==> config.mk <==
export PLATFORM = sky130hd
export DESIGN_NAME = hdx_port
export DESIGN_NICKNAME = d
export VERILOG_FILES = /design/src/hdx_pkg.sv /design/src/hdx_word_if.sv /design/src/hdx_fifo.sv /design/src/hdx_port.sv
export SDC_FILE = /design/constraint.sdc
export NUM_CORES = 1
export LEC_CHECK = 0
export BUFFER_PORTS_ARGS = -buffer_cell sky130_fd_sc_hd__buf_2
export CAP_MARGIN = 10
export CORE_MARGIN = 5
export CORE_UTILIZATION = 60
export DETAILED_ROUTE_END_ITERATION = 7
export GPL_TIMING_DRIVEN = 0
export HOLD_SLACK_MARGIN = 0.12
export PLACE_DENSITY = 0.81
export SYNTH_ARGS = -nofsm -noshare
export SYNTH_HDL_FRONTEND = slang
export SYNTH_HIERARCHICAL = 1
export SYNTH_SLANG_ARGS = --single-unit
export TNS_END_PERCENT = 1
==> constraint.sdc <==
create_clock -name clk -period 7.4 [get_ports clk]
set_input_delay 0.74 -clock clk [delete_from_list [all_inputs] [get_ports clk]]
set_output_delay 0.74 -clock clk [all_outputs]
set_load 0.005 [all_outputs]
==> src/hdx_pkg.sv <==
// Shared constants for the host to signal-core exchange port
package hdx_pkg;
    // ------------------------------------------------------------
    // Special-register addresses
    // ------------------------------------------------------------
    localparam logic [15:0] ADDR_DATA_LO = 16'hff60;
    localparam logic [15:0] ADDR_DATA_HI = 16'hff61;
    localparam logic [15:0] ADDR_STAT_A = 16'hff62;
    localparam logic [15:0] ADDR_STAT_B = 16'hff63;
    localparam logic [15:0] ADDR_CTRL = 16'hff64;
    // ------------------------------------------------------------
    // Fields and reset values
    // ------------------------------------------------------------
    localparam int CTRL_RESET_BIT = 0;
    localparam int CTRL_IRQ_BIT = 1;
    localparam logic [1:0] CTRL_RESET_VAL = 2'h0;
    localparam logic [15:0] STAT_RESET_VAL = 16'h0000;
    localparam logic [15:0] STAT_MEANING_MASK = 16'hffe0;
    localparam int STAT_WIDTH_BIT = 10;
    localparam int FIFO_DEPTH = 4;
endpackage

==> src/hdx_word_if.sv <==
// Word channel between the exchange port and its FIFO
`timescale 1ns/1ps
interface hdx_word_if #(parameter int W = 16);
    logic valid;
    logic ready;
    logic [W-1:0] data;
    modport src (output valid, output data, input ready);
    modport dst (input valid, input data, output ready);
endinterface

==> src/hdx_fifo.sv <==
// Small FIFO carrying words toward the signal core
`timescale 1ns/1ps
module hdx_fifo #(
    parameter int W = 16,
    parameter int DEPTH = 4
) (
    // Clock and reset
    input wire logic clk,
    input wire logic rst_n,
    input wire logic clkEn,
    // Fill side
    hdx_word_if.dst inp,
    // Drain side
    output logic outValid,
    output logic [W-1:0] outData,
    input wire logic outReady
);
    localparam int AW = $clog2(DEPTH);
    logic [W-1:0] mem [DEPTH];
    logic [AW-1:0] wrPtr_q, wrPtr_d, rdPtr_q, rdPtr_d;
    logic [AW:0] count_q, count_d;
    logic push, pop;

    assign inp.ready = (count_q != (AW+1)'(DEPTH));
    assign outValid = (count_q != '0);
    assign outData = mem[rdPtr_q];

    always_comb begin
        push = inp.valid && inp.ready;
        pop = outValid && outReady;
        wrPtr_d = push ? ((wrPtr_q == AW'(DEPTH-1)) ? '0 : wrPtr_q + 1'b1) : wrPtr_q;
        rdPtr_d = pop ? ((rdPtr_q == AW'(DEPTH-1)) ? '0 : rdPtr_q + 1'b1) : rdPtr_q;
        count_d = count_q + (AW+1)'(push) - (AW+1)'(pop);
    end

    always_ff @(posedge clk or negedge rst_n) begin
        if (!rst_n) begin
            wrPtr_q <= '0;
            rdPtr_q <= '0;
            count_q <= '0;
        end else if (clkEn) begin
            wrPtr_q <= wrPtr_d;
            rdPtr_q <= rdPtr_d;
            count_q <= count_d;
        end
    end

    always_ff @(posedge clk) begin
        if (clkEn && push) begin
            mem[wrPtr_q] <= inp.data;
        end
    end
endmodule

==> src/hdx_port.sv <==
// Host-side exchange port: data, status and core control registers
`timescale 1ns/1ps
// Behaviour
// - Control bit 0 set holds the signal core in reset.
// - Bit 1 rising sends one interrupt to the core, then self-clears.
// - Control register is two bits and resets to zero.
// - Control register decoded at its address on bus bits 1:0.
// - Reading control register returns zero on bits 7 to 2.
// - Status keeps eleven meaningful bits inside a 16-bit register.
// - Either status address reads the status upper byte.
// - Status clears to zero on reset.
// - A 16-bit word moves as low byte first, then high byte.
// - Core side sees the whole 16-bit word in one transfer.
// - In byte mode only the low byte moves; high keeps old value.
// - Host reads and writes data through low and high addresses.
module hdx_port #(
    parameter int DEPTH = hdx_pkg::FIFO_DEPTH
) (
    // Clock and reset
    input wire logic clk,
    input wire logic rst_n,
    input wire logic clkEn,
    // Host special-register bus
    input wire logic [15:0] hostAddr,
    input wire logic hostWr,
    input wire logic hostRd,
    input wire logic [7:0] hostWrData,
    output logic [7:0] hostRdData,
    // Signal core control
    output logic coreReset,
    output logic coreIrq,
    // Signal core status write
    input wire logic statWr,
    input wire logic [15:0] statWrData,
    // Words toward the signal core
    output logic coreRxValid,
    output logic [15:0] coreRxData,
    input wire logic coreRxReady,
    // Word from the signal core
    input wire logic coreTxWr,
    input wire logic [15:0] coreTxData,
    // Host write refused while FIFO is full
    output logic hostWrBusy
);
    // ------------------------------------------------------------
    // Decode
    // ------------------------------------------------------------
    logic selLo, selHi, selStat, selCtrl;
    logic byteMode;
    logic pushWord;
    logic [15:0] pushData;

    assign selCtrl = (hostAddr == hdx_pkg::ADDR_CTRL);
    assign selLo = (hostAddr == hdx_pkg::ADDR_DATA_LO);
    assign selHi = (hostAddr == hdx_pkg::ADDR_DATA_HI);
    assign selStat = (hostAddr == hdx_pkg::ADDR_STAT_A) || (hostAddr == hdx_pkg::ADDR_STAT_B);

    // ------------------------------------------------------------
    // First cycle after reset, for the reset-value checks
    // ------------------------------------------------------------
    logic firstCycle_q, firstCycle_d;

    always_comb begin
        firstCycle_d = 1'b0;
    end

    always_ff @(posedge clk or negedge rst_n) begin
        if (!rst_n) begin
            firstCycle_q <= 1'b1;
        end else if (clkEn) begin
            firstCycle_q <= firstCycle_d;
        end
    end

    // ------------------------------------------------------------
    // Control register
    // ------------------------------------------------------------
    logic [1:0] ctrl_q, ctrl_d;
    logic irq_q, irq_d;

    always_comb begin
        ctrl_d = ctrl_q;
        irq_d = 1'b0;
        if (hostWr && selCtrl) begin
            ctrl_d = hostWrData[1:0];
            if (hostWrData[hdx_pkg::CTRL_IRQ_BIT] && !ctrl_q[hdx_pkg::CTRL_IRQ_BIT]) begin
                irq_d = 1'b1;
            end
        end
        // The bit lives one cycle so a read may still see it; rearming needs a new write
        if (irq_q) begin
            ctrl_d[hdx_pkg::CTRL_IRQ_BIT] = 1'b0;
        end
    end

    always_ff @(posedge clk or negedge rst_n) begin
        if (!rst_n) begin
            ctrl_q <= hdx_pkg::CTRL_RESET_VAL;
            irq_q <= 1'b0;
        end else if (clkEn) begin
            ctrl_q <= ctrl_d;
            irq_q <= irq_d;
        end
    end

    assign coreReset = ctrl_q[hdx_pkg::CTRL_RESET_BIT];
    assign coreIrq = irq_q;

    chk_ctrl_low_lines: assert property (@(posedge clk) disable iff (!rst_n)
        clkEn && hostWr && selCtrl && !coreIrq |=> ctrl_q == $past(hostWrData[1:0]))
        else $error("control write not taken from bus bits 1:0");

    chk_ctrl_other_addr: assert property (@(posedge clk) disable iff (!rst_n)
        clkEn && !(hostWr && selCtrl) && !coreIrq |=> $stable(ctrl_q))
        else $error("control register changed without its address");

    chk_irq_no_spurious: assert property (@(posedge clk) disable iff (!rst_n)
        clkEn && !(hostWr && selCtrl && hostWrData[1] && !ctrl_q[1]) |=> !coreIrq)
        else $error("core interrupt without a bit 1 rise");

    chk_irq_bit_set: assert property (@(posedge clk) disable iff (!rst_n)
        clkEn && hostWr && selCtrl && hostWrData[1] && !ctrl_q[1] |=> ctrl_q[1])
        else $error("interrupt bit not set by its write");

    chk_ctrl_reset_zero: assert property (@(posedge clk) disable iff (!rst_n)
        firstCycle_q |-> ctrl_q == hdx_pkg::CTRL_RESET_VAL && !coreIrq)
        else $error("control register not zero after reset");

    // ------------------------------------------------------------
    // Status register
    // ------------------------------------------------------------
    logic [15:0] stat_q, stat_d;

    always_comb begin
        stat_d = stat_q;
        if (statWr) begin
            stat_d = statWrData & hdx_pkg::STAT_MEANING_MASK;
        end
    end

    always_ff @(posedge clk or negedge rst_n) begin
        if (!rst_n) begin
            stat_q <= hdx_pkg::STAT_RESET_VAL;
        end else if (clkEn) begin
            stat_q <= stat_d;
        end
    end

    assign byteMode = stat_q[hdx_pkg::STAT_WIDTH_BIT];

    chk_stat_capture: assert property (@(posedge clk) disable iff (!rst_n)
        clkEn && statWr |=> stat_q == ($past(statWrData) & hdx_pkg::STAT_MEANING_MASK))
        else $error("status word not stored");

    chk_stat_hold: assert property (@(posedge clk) disable iff (!rst_n)
        clkEn && !statWr |=> $stable(stat_q))
        else $error("status changed without a core write");

    chk_stat_reset_zero: assert property (@(posedge clk) disable iff (!rst_n)
        firstCycle_q |-> stat_q == hdx_pkg::STAT_RESET_VAL)
        else $error("status not zero after reset");

    // ------------------------------------------------------------
    // Data register
    // ------------------------------------------------------------
    logic [15:0] data_q, data_d;
    logic [7:0] loHold_q, loHold_d;
    hdx_word_if #(.W(16)) toCore ();

    always_comb begin
        data_d = data_q;
        loHold_d = loHold_q;
        pushWord = 1'b0;
        pushData = data_q;
        if (hostWr && selLo) begin
            if (byteMode) begin
                // low byte only, high byte kept
                pushWord = 1'b1;
                pushData = {data_q[15:8], hostWrData};
                if (toCore.ready) begin
                    data_d = pushData;
                end
            end else begin
                loHold_d = hostWrData;
            end
        end else if (hostWr && selHi && !byteMode) begin
            // whole word goes out at once
            pushWord = 1'b1;
            pushData = {hostWrData, loHold_q};
            if (toCore.ready) begin
                data_d = pushData;
            end
        end
        // Core write lands in one transfer; host write wins a collision
        if (coreTxWr && !pushWord) begin
            data_d = coreTxData;
        end
    end

    always_ff @(posedge clk or negedge rst_n) begin
        if (!rst_n) begin
            data_q <= 16'h0000;
            loHold_q <= 8'h00;
        end else if (clkEn) begin
            data_q <= data_d;
            loHold_q <= loHold_d;
        end
    end

    assign toCore.valid = pushWord;
    assign toCore.data = pushData;
    // Back-pressure: a write into a full FIFO is dropped, so software polls this first
    assign hostWrBusy = !toCore.ready;

    chk_lo_held: assert property (@(posedge clk) disable iff (!rst_n)
        clkEn && hostWr && selLo && !byteMode |-> !toCore.valid)
        else $error("low byte pushed before high byte");

    chk_lo_captured: assert property (@(posedge clk) disable iff (!rst_n)
        clkEn && hostWr && selLo && !byteMode |=> loHold_q == $past(hostWrData))
        else $error("low byte not held");

    chk_word_out: assert property (@(posedge clk) disable iff (!rst_n)
        hostWr && selHi && !byteMode |-> toCore.valid && toCore.data == {hostWrData, loHold_q})
        else $error("word not offered whole on high byte write");

    chk_hi_ignored: assert property (@(posedge clk) disable iff (!rst_n)
        hostWr && selHi && byteMode |-> !toCore.valid)
        else $error("high byte write moved data in byte mode");

    chk_drop_keeps: assert property (@(posedge clk) disable iff (!rst_n)
        clkEn && toCore.valid && !toCore.ready |=> $stable(data_q))
        else $error("refused word changed the data register");

    chk_core_word: assert property (@(posedge clk) disable iff (!rst_n)
        clkEn && coreTxWr && !toCore.valid |=> data_q == $past(coreTxData))
        else $error("core word not loaded in one transfer");

    chk_busy_full: assert property (@(posedge clk) disable iff (!rst_n)
        hostWrBusy |-> coreRxValid)
        else $error("busy while no word is queued");

    hdx_fifo #(.W(16), .DEPTH(DEPTH)) uFifo (
        .clk(clk),
        .rst_n(rst_n),
        .clkEn(clkEn),
        .inp(toCore),
        .outValid(coreRxValid),
        .outData(coreRxData),
        .outReady(coreRxReady)
    );

    // ------------------------------------------------------------
    // Read mux
    // ------------------------------------------------------------
    logic [7:0] rd_q, rd_d;

    always_comb begin
        rd_d = 8'h00;
        if (hostRd) begin
            if (selCtrl) begin
                rd_d = {6'h00, ctrl_q};
            end else if (selStat) begin
                rd_d = stat_q[15:8];
            end else if (selLo) begin
                rd_d = data_q[7:0];
            end else if (selHi) begin
                rd_d = data_q[15:8];
            end
        end
    end

    always_ff @(posedge clk or negedge rst_n) begin
        if (!rst_n) begin
            rd_q <= 8'h00;
        end else if (clkEn) begin
            rd_q <= rd_d;
        end
    end

    assign hostRdData = rd_q;

    chk_read_lo: assert property (@(posedge clk) disable iff (!rst_n)
        clkEn && hostRd && selLo |=> hostRdData == $past(data_q[7:0]))
        else $error("data low read wrong");

    chk_read_hi: assert property (@(posedge clk) disable iff (!rst_n)
        clkEn && hostRd && selHi |=> hostRdData == $past(data_q[15:8]))
        else $error("data high read wrong");

    chk_unmapped_zero: assert property (@(posedge clk) disable iff (!rst_n)
        clkEn && hostRd && !(selCtrl || selStat || selLo || selHi) |=> hostRdData == 8'h00)
        else $error("unmapped read not zero");

    chk_read_reset_zero: assert property (@(posedge clk) disable iff (!rst_n)
        firstCycle_q |-> hostRdData == 8'h00 && data_q == 16'h0000)
        else $error("data or read byte not zero after reset");

    // ------------------------------------------------------------
    // Checks
    // ------------------------------------------------------------
    chk_irq_pulse_once: assert property (@(posedge clk) disable iff (!rst_n)
        clkEn && coreIrq |=> !coreIrq)
        else $error("core interrupt longer than one cycle");
    chk_irq_on_rise: assert property (@(posedge clk) disable iff (!rst_n)
        clkEn && hostWr && selCtrl && hostWrData[1] && !ctrl_q[1] |=> coreIrq)
        else $error("interrupt missing after bit 1 rise");
    chk_irq_selfclear: assert property (@(posedge clk) disable iff (!rst_n)
        clkEn && coreIrq && !(hostWr && selCtrl) |=> !ctrl_q[1])
        else $error("interrupt bit not cleared");
    chk_reset_follows: assert property (@(posedge clk) disable iff (!rst_n)
        clkEn && hostWr && selCtrl |=> coreReset == $past(hostWrData[hdx_pkg::CTRL_RESET_BIT]))
        else $error("core reset not following bit 0");
    chk_ctrl_read_zero: assert property (@(posedge clk) disable iff (!rst_n)
        clkEn && hostRd && selCtrl |=> hostRdData[7:2] == 6'h00)
        else $error("control read upper bits not zero");
    chk_stat_read_hi: assert property (@(posedge clk) disable iff (!rst_n)
        clkEn && hostRd && selStat && !statWr |=> hostRdData == stat_q[15:8])
        else $error("status read wrong byte");
    chk_stat_eleven_bits: assert property (@(posedge clk) disable iff (!rst_n)
        stat_q[4:0] == 5'h00)
        else $error("status low bits not zero");
    chk_word_pair: assert property (@(posedge clk) disable iff (!rst_n)
        clkEn && hostWr && selHi && !byteMode && toCore.ready |=> data_q[7:0] == $past(loHold_q))
        else $error("word not paired with held low byte");
    chk_byte_keeps_hi: assert property (@(posedge clk) disable iff (!rst_n)
        clkEn && hostWr && selLo && byteMode && !coreTxWr |=> $stable(data_q[15:8]))
        else $error("byte mode disturbed high byte");
endmodule

==> Implementation_results.wiki <==
{| class="wikitable"
! Metric !! Value
|-
| Count of synthesis-stage warnings from yosys || 6
|-
| Layout fillers || 564
|-
| Clock sink total || 114
|-
| Detailed placer's ending HPWL || 7930 um
|-
| Largest family of logic cells by synthesized area || multiplexers
|-
| Tightest hold margin || 0.450 ns
|-
| Clock-pin transition on the worst setup and hold timing paths || 0.06 ns
|-
| Hold-critical path depth || 3
|-
| Antenna diode instance count || 0
|-
| Worst skew pair latency || 0.51 ns
|-
| Hold violation total from the final report || 0
|-
| Number of flops mapped to enable cells by yosys || 64
|-
| Die width || 104 um
|-
| Routability-driven placement congestion ratio || 0.829
|-
| Number of nets in the finished design || 531
|-
| Die area || 0.0108 sq mm
|-
| Status || finished clean
|-
| Top library cells by usage in the layout, fill and taps aside || sky130_fd_sc_hd__buf_2 (87), sky130_fd_sc_hd__edfxtp_1 (64), sky130_fd_sc_hd__dfrtp_1 (50)
|-
| Data required time of the critical path || 7.79 ns
|-
| Number of antenna violations at the first check in global routing || 0
|-
| Post-layout total power || 1.89 mW
|-
| I/O pin count || 92
|-
| Post-synthesis share of cell area spent on xor and xnor gates || 0.00496
|-
| Commonest non-fill, non-tap cell in the layout || sky130_fd_sc_hd__buf_2
|-
| Critical path's largest stage delay || 0.66 ns
|-
| Startpoint-to-endpoint class of the critical path || primary input to flop
|-
| FF+latch count, synth || 114
|-
| Multiplexer fraction of the synthesized cell area || 0.184
|-
| Wire length of the first global-routing pass || 19000 um
|-
| Setup repair after global routing missed its margin || false
|-
| Sequential share of the synthesized area || 0.599
|-
| Initial core utilization || 0.610
|-
| Endpoints failing setup || 0
|-
| Cell area after synthesis || 0.00530 sq mm
|-
| Count of nets left with antenna violations after detail routing || 0
|-
| Clock tree skew after final layout || 0.00871 ns
|-
| Power per standard cell area || 294 mW/mm^2
|-
| Clock Root Buffer || sky130_fd_sc_hd__clkbuf_8
|-
| Total number of H-tree levels || 4
|-
| Worst Path Arrival || 4.01 ns
|-
| Worst R2R Setup Slack || 4.67 ns
|-
| Core Rows || 34
|-
| Count of distinct cell types in the synthesized netlist || 51
|-
| Placement-stage worst setup slack || 3.29 ns
|-
| Number of nets produced by synthesis || 427
|-
| Worst hold path type || primary input to flop
|-
| Number of input and output port buffers inserted || 83
|-
| Fin. max-slew vios || 0
|-
| Fraction of layout cells with a size suffix above 1 || 0.417
|-
| Max Root-Sink Buffers || 2
|-
| Timing-limited maximum frequency || 0.276 GHz
|-
| Crit. End Element || flop
|-
| Leakage power figure || 2.63 nW
|-
| Post-synth ARST share || 0.439
|-
| Iter 0 DRT Violations || 224
|-
| Mean post-synth cell area || 14.9 sq um
|-
| Number of vias after detailed routing || 3518
|-
| R2r startpoint || stat_q[10]$_DFFE_PN0P_
|-
| Crit path max fanout || 10
|-
| Area of the multi-input gates || 0.00201 sq mm
|-
| Syn-to-layout area delta || 21.8%
|-
| Worst-case setup margin in the final layout || 3.78 ns
|-
| Area fraction in compound gates after synthesis || 0.0936
|-
| Storage cell area || 0.00317 sq mm
|-
| Global-route congestion overflow total || 0
|-
| Post-detailed-routing wire length || 11600 um
|-
| Critical R2R Capture || uFifo/count_q[2]$_DFFE_PN0P_
|-
| Pre-antenna DRT Iters || 6
|-
| Per-cell routed wire length || 19.9 um
|-
| Finished Core Util || 0.743
|-
| Cell at the slowest stage of the critical path || sky130_fd_sc_hd__nor4_1
|-
| Startpoint Class || primary input
|-
| Pin count of the biggest net entering global routing || 51
|-
| Max Cap Viol || 0
|-
| Vias in the first global route || 3711
|-
| Worst Hold Launch || coreTxData[6]
|-
| Area share of fa/ha/maj cells after synthesis || 0.0203
|-
| Area inside the core boundary || 0.00868 sq mm
|-
| Global router's overall resource usage || 0.222
|-
| Number of cells produced by synthesis || 355
|-
| Area fraction in and, or, nand and nor cells after synthesis || 0.0756
|-
| Period Utilization, post-route || 0.489
|-
| Worst min-delay path endpoint || data_q[6]$_DFFE_PN0P_
|-
| Count of unresolved DRC violations after routing || 0
|-
| Pin slew with the least headroom to its limit || 0.721 ns
|-
| Max VDD drop || 0.167 mV
|-
| Via-per-instance ratio || 6.07
|-
| Cells on worst reg2reg path || 13
|-
| Height of the die || 104 um
|-
| Max-Slew Margin vs Limit || 0.517
|-
| Inserted Clock Buffers || 17
|-
| Cell-by-cell trace of the critical path || buf_2 > nand4bb_1 > nor4_1 > clkbuf_1 > nand2_1 > inv_1 > nand2_1 > ha_1 > inv_1 > ha_1 > inv_1 > fa_1 > xor2_1 > nand2_1 > xnor2_1
|-
| TritonCTS clock tree || done
|-
| Main synth FF type || sky130_fd_sc_hd__edfxtp_1
|-
| Post-layout min period || 3.62 ns
|-
| Sum of negative setup slack || 0 ns
|}
power breakdown:
group	total [mW]	switching, mW	internal, mW	leakage (nW)
combinational	0.367	0.172	0.194	1.14
clock	0.782	0.321	0.461	0.275
sequential	0.746	0.0277	0.718	1.22
total	1.89	0.521	1.37	2.63
synth_stat cells (4+ instances only):
library cell / n / share of area
sky130_fd_sc_hd__nor2_1: 6 / 0.0043
sky130_fd_sc_hd__a21o_1: 8 / 0.011
sky130_fd_sc_hd__a22o_1: 9 / 0.015
sky130_fd_sc_hd__o221ai_1: 8 / 0.013
sky130_fd_sc_hd__inv_1: 17 / 0.012
sky130_fd_sc_hd__o21ai_0: 11 / 0.010
sky130_fd_sc_hd__buf_2: 4 / 0.0038
sky130_fd_sc_hd__o2bb2ai_1: 7 / 0.012
sky130_fd_sc_hd__dfrtp_1: 50 / 0.24
sky130_fd_sc_hd__edfxtp_1: 64 / 0.36
sky130_fd_sc_hd__nand3_1: 4 / 0.0038
sky130_fd_sc_hd__clkbuf_1: 6 / 0.0043
sky130_fd_sc_hd__a22oi_1: 6 / 0.0085
sky130_fd_sc_hd__and2_2: 4 / 0.0057
sky130_fd_sc_hd__a21boi_0: 8 / 0.011
sky130_fd_sc_hd__mux2_2: 44 / 0.094
sky130_fd_sc_hd__mux4_2: 16 / 0.068
sky130_fd_sc_hd__nand2_1: 26 / 0.018
sky130_fd_sc_hd__mux2i_1: 9 / 0.017
sky130_fd_sc_hd__ha_1: 7 / 0.017
worst max-delay path, delay by kind of cell:
family        cells  cell delay, ns
xor+xnor          2            0.31
buf+inv           5            0.80
simple gates      5            1.39
fa+ha+maj         3            0.76
what timing repair did:
| item | CTS | global route |
|---|---|---|
| hold endpoints to repair | 0 | 11 |
| buffers inserted | 0 | 0 |
| hold buffers | 0 | 1 |
| resized for setup | 0 | 0 |
area by class of cell:
class,instances,share of cell area
sequential,114,0.492
multi-input combinational,212,0.311
timing repair buffer,85,0.0691
clock buffer,17,0.0642
clock inverter,15,0.0246
tap,108,0.0210
inverter,17,0.00989
buffer,12,0.00834
flip-flops by register name (all words and copies together), names as in the netlist:
| register | count |
|---|---|
| uFifo/rdPtr_q | 2 |
| ctrl_q | 2 |
| loHold_q | 8 |
| coreIrq | 1 |
| uFifo/mem | 64 |
| data_q | 16 |
| stat_q | 8 |
| uFifo/wrPtr_q | 2 |
| uFifo/count_q | 3 |
| hostRdData | 8 |
per-stage QoR:
stage | cell area, sq um | std cells
floorplan | 5300 | 355
global placement | 5850 | 546
detailed placement | 5850 | 546
CTS | 6420 | 578
global route | 6450 | 580
finish | 6450 | 580
metal layers:
metal  GRT usage  wire [um]  part of all wire
met3      0.0559        736             0.064
met1       0.290       4840              0.42
met5           0          0                 0
met2       0.366       5780              0.50
met4      0.0740        202             0.017
worst max-delay path by stage:
stage               slack [ns]                      endpoint         from  cells past startpoint
floorplan                 4.07  uFifo/count_q[2]$_DFFE_PN0P_  hostAddr[4]                     14
global placement          3.35  uFifo/count_q[2]$_DFFE_PN0P_  hostAddr[4]                     15
detailed placement        3.29  uFifo/count_q[2]$_DFFE_PN0P_  hostAddr[4]                     15
CTS                       3.81  uFifo/count_q[2]$_DFFE_PN0P_  hostAddr[4]                     15
global route              3.44  uFifo/count_q[2]$_DFFE_PN0P_  hostAddr[4]                     15
finish                    3.78  uFifo/count_q[2]$_DFFE_PN0P_  hostAddr[4]                     15
logic make-up after synthesis:
family,Yosys count
XOR/XNOR,3
buffers and inverters,29
flip-flops,114
multiplexers,71
adder cells (fa/ha/maj),8
AO/OA/AOI/OAI,65
AND/OR/NAND/NOR,65
Note: power is estimated with default switching activity, not from simulation.
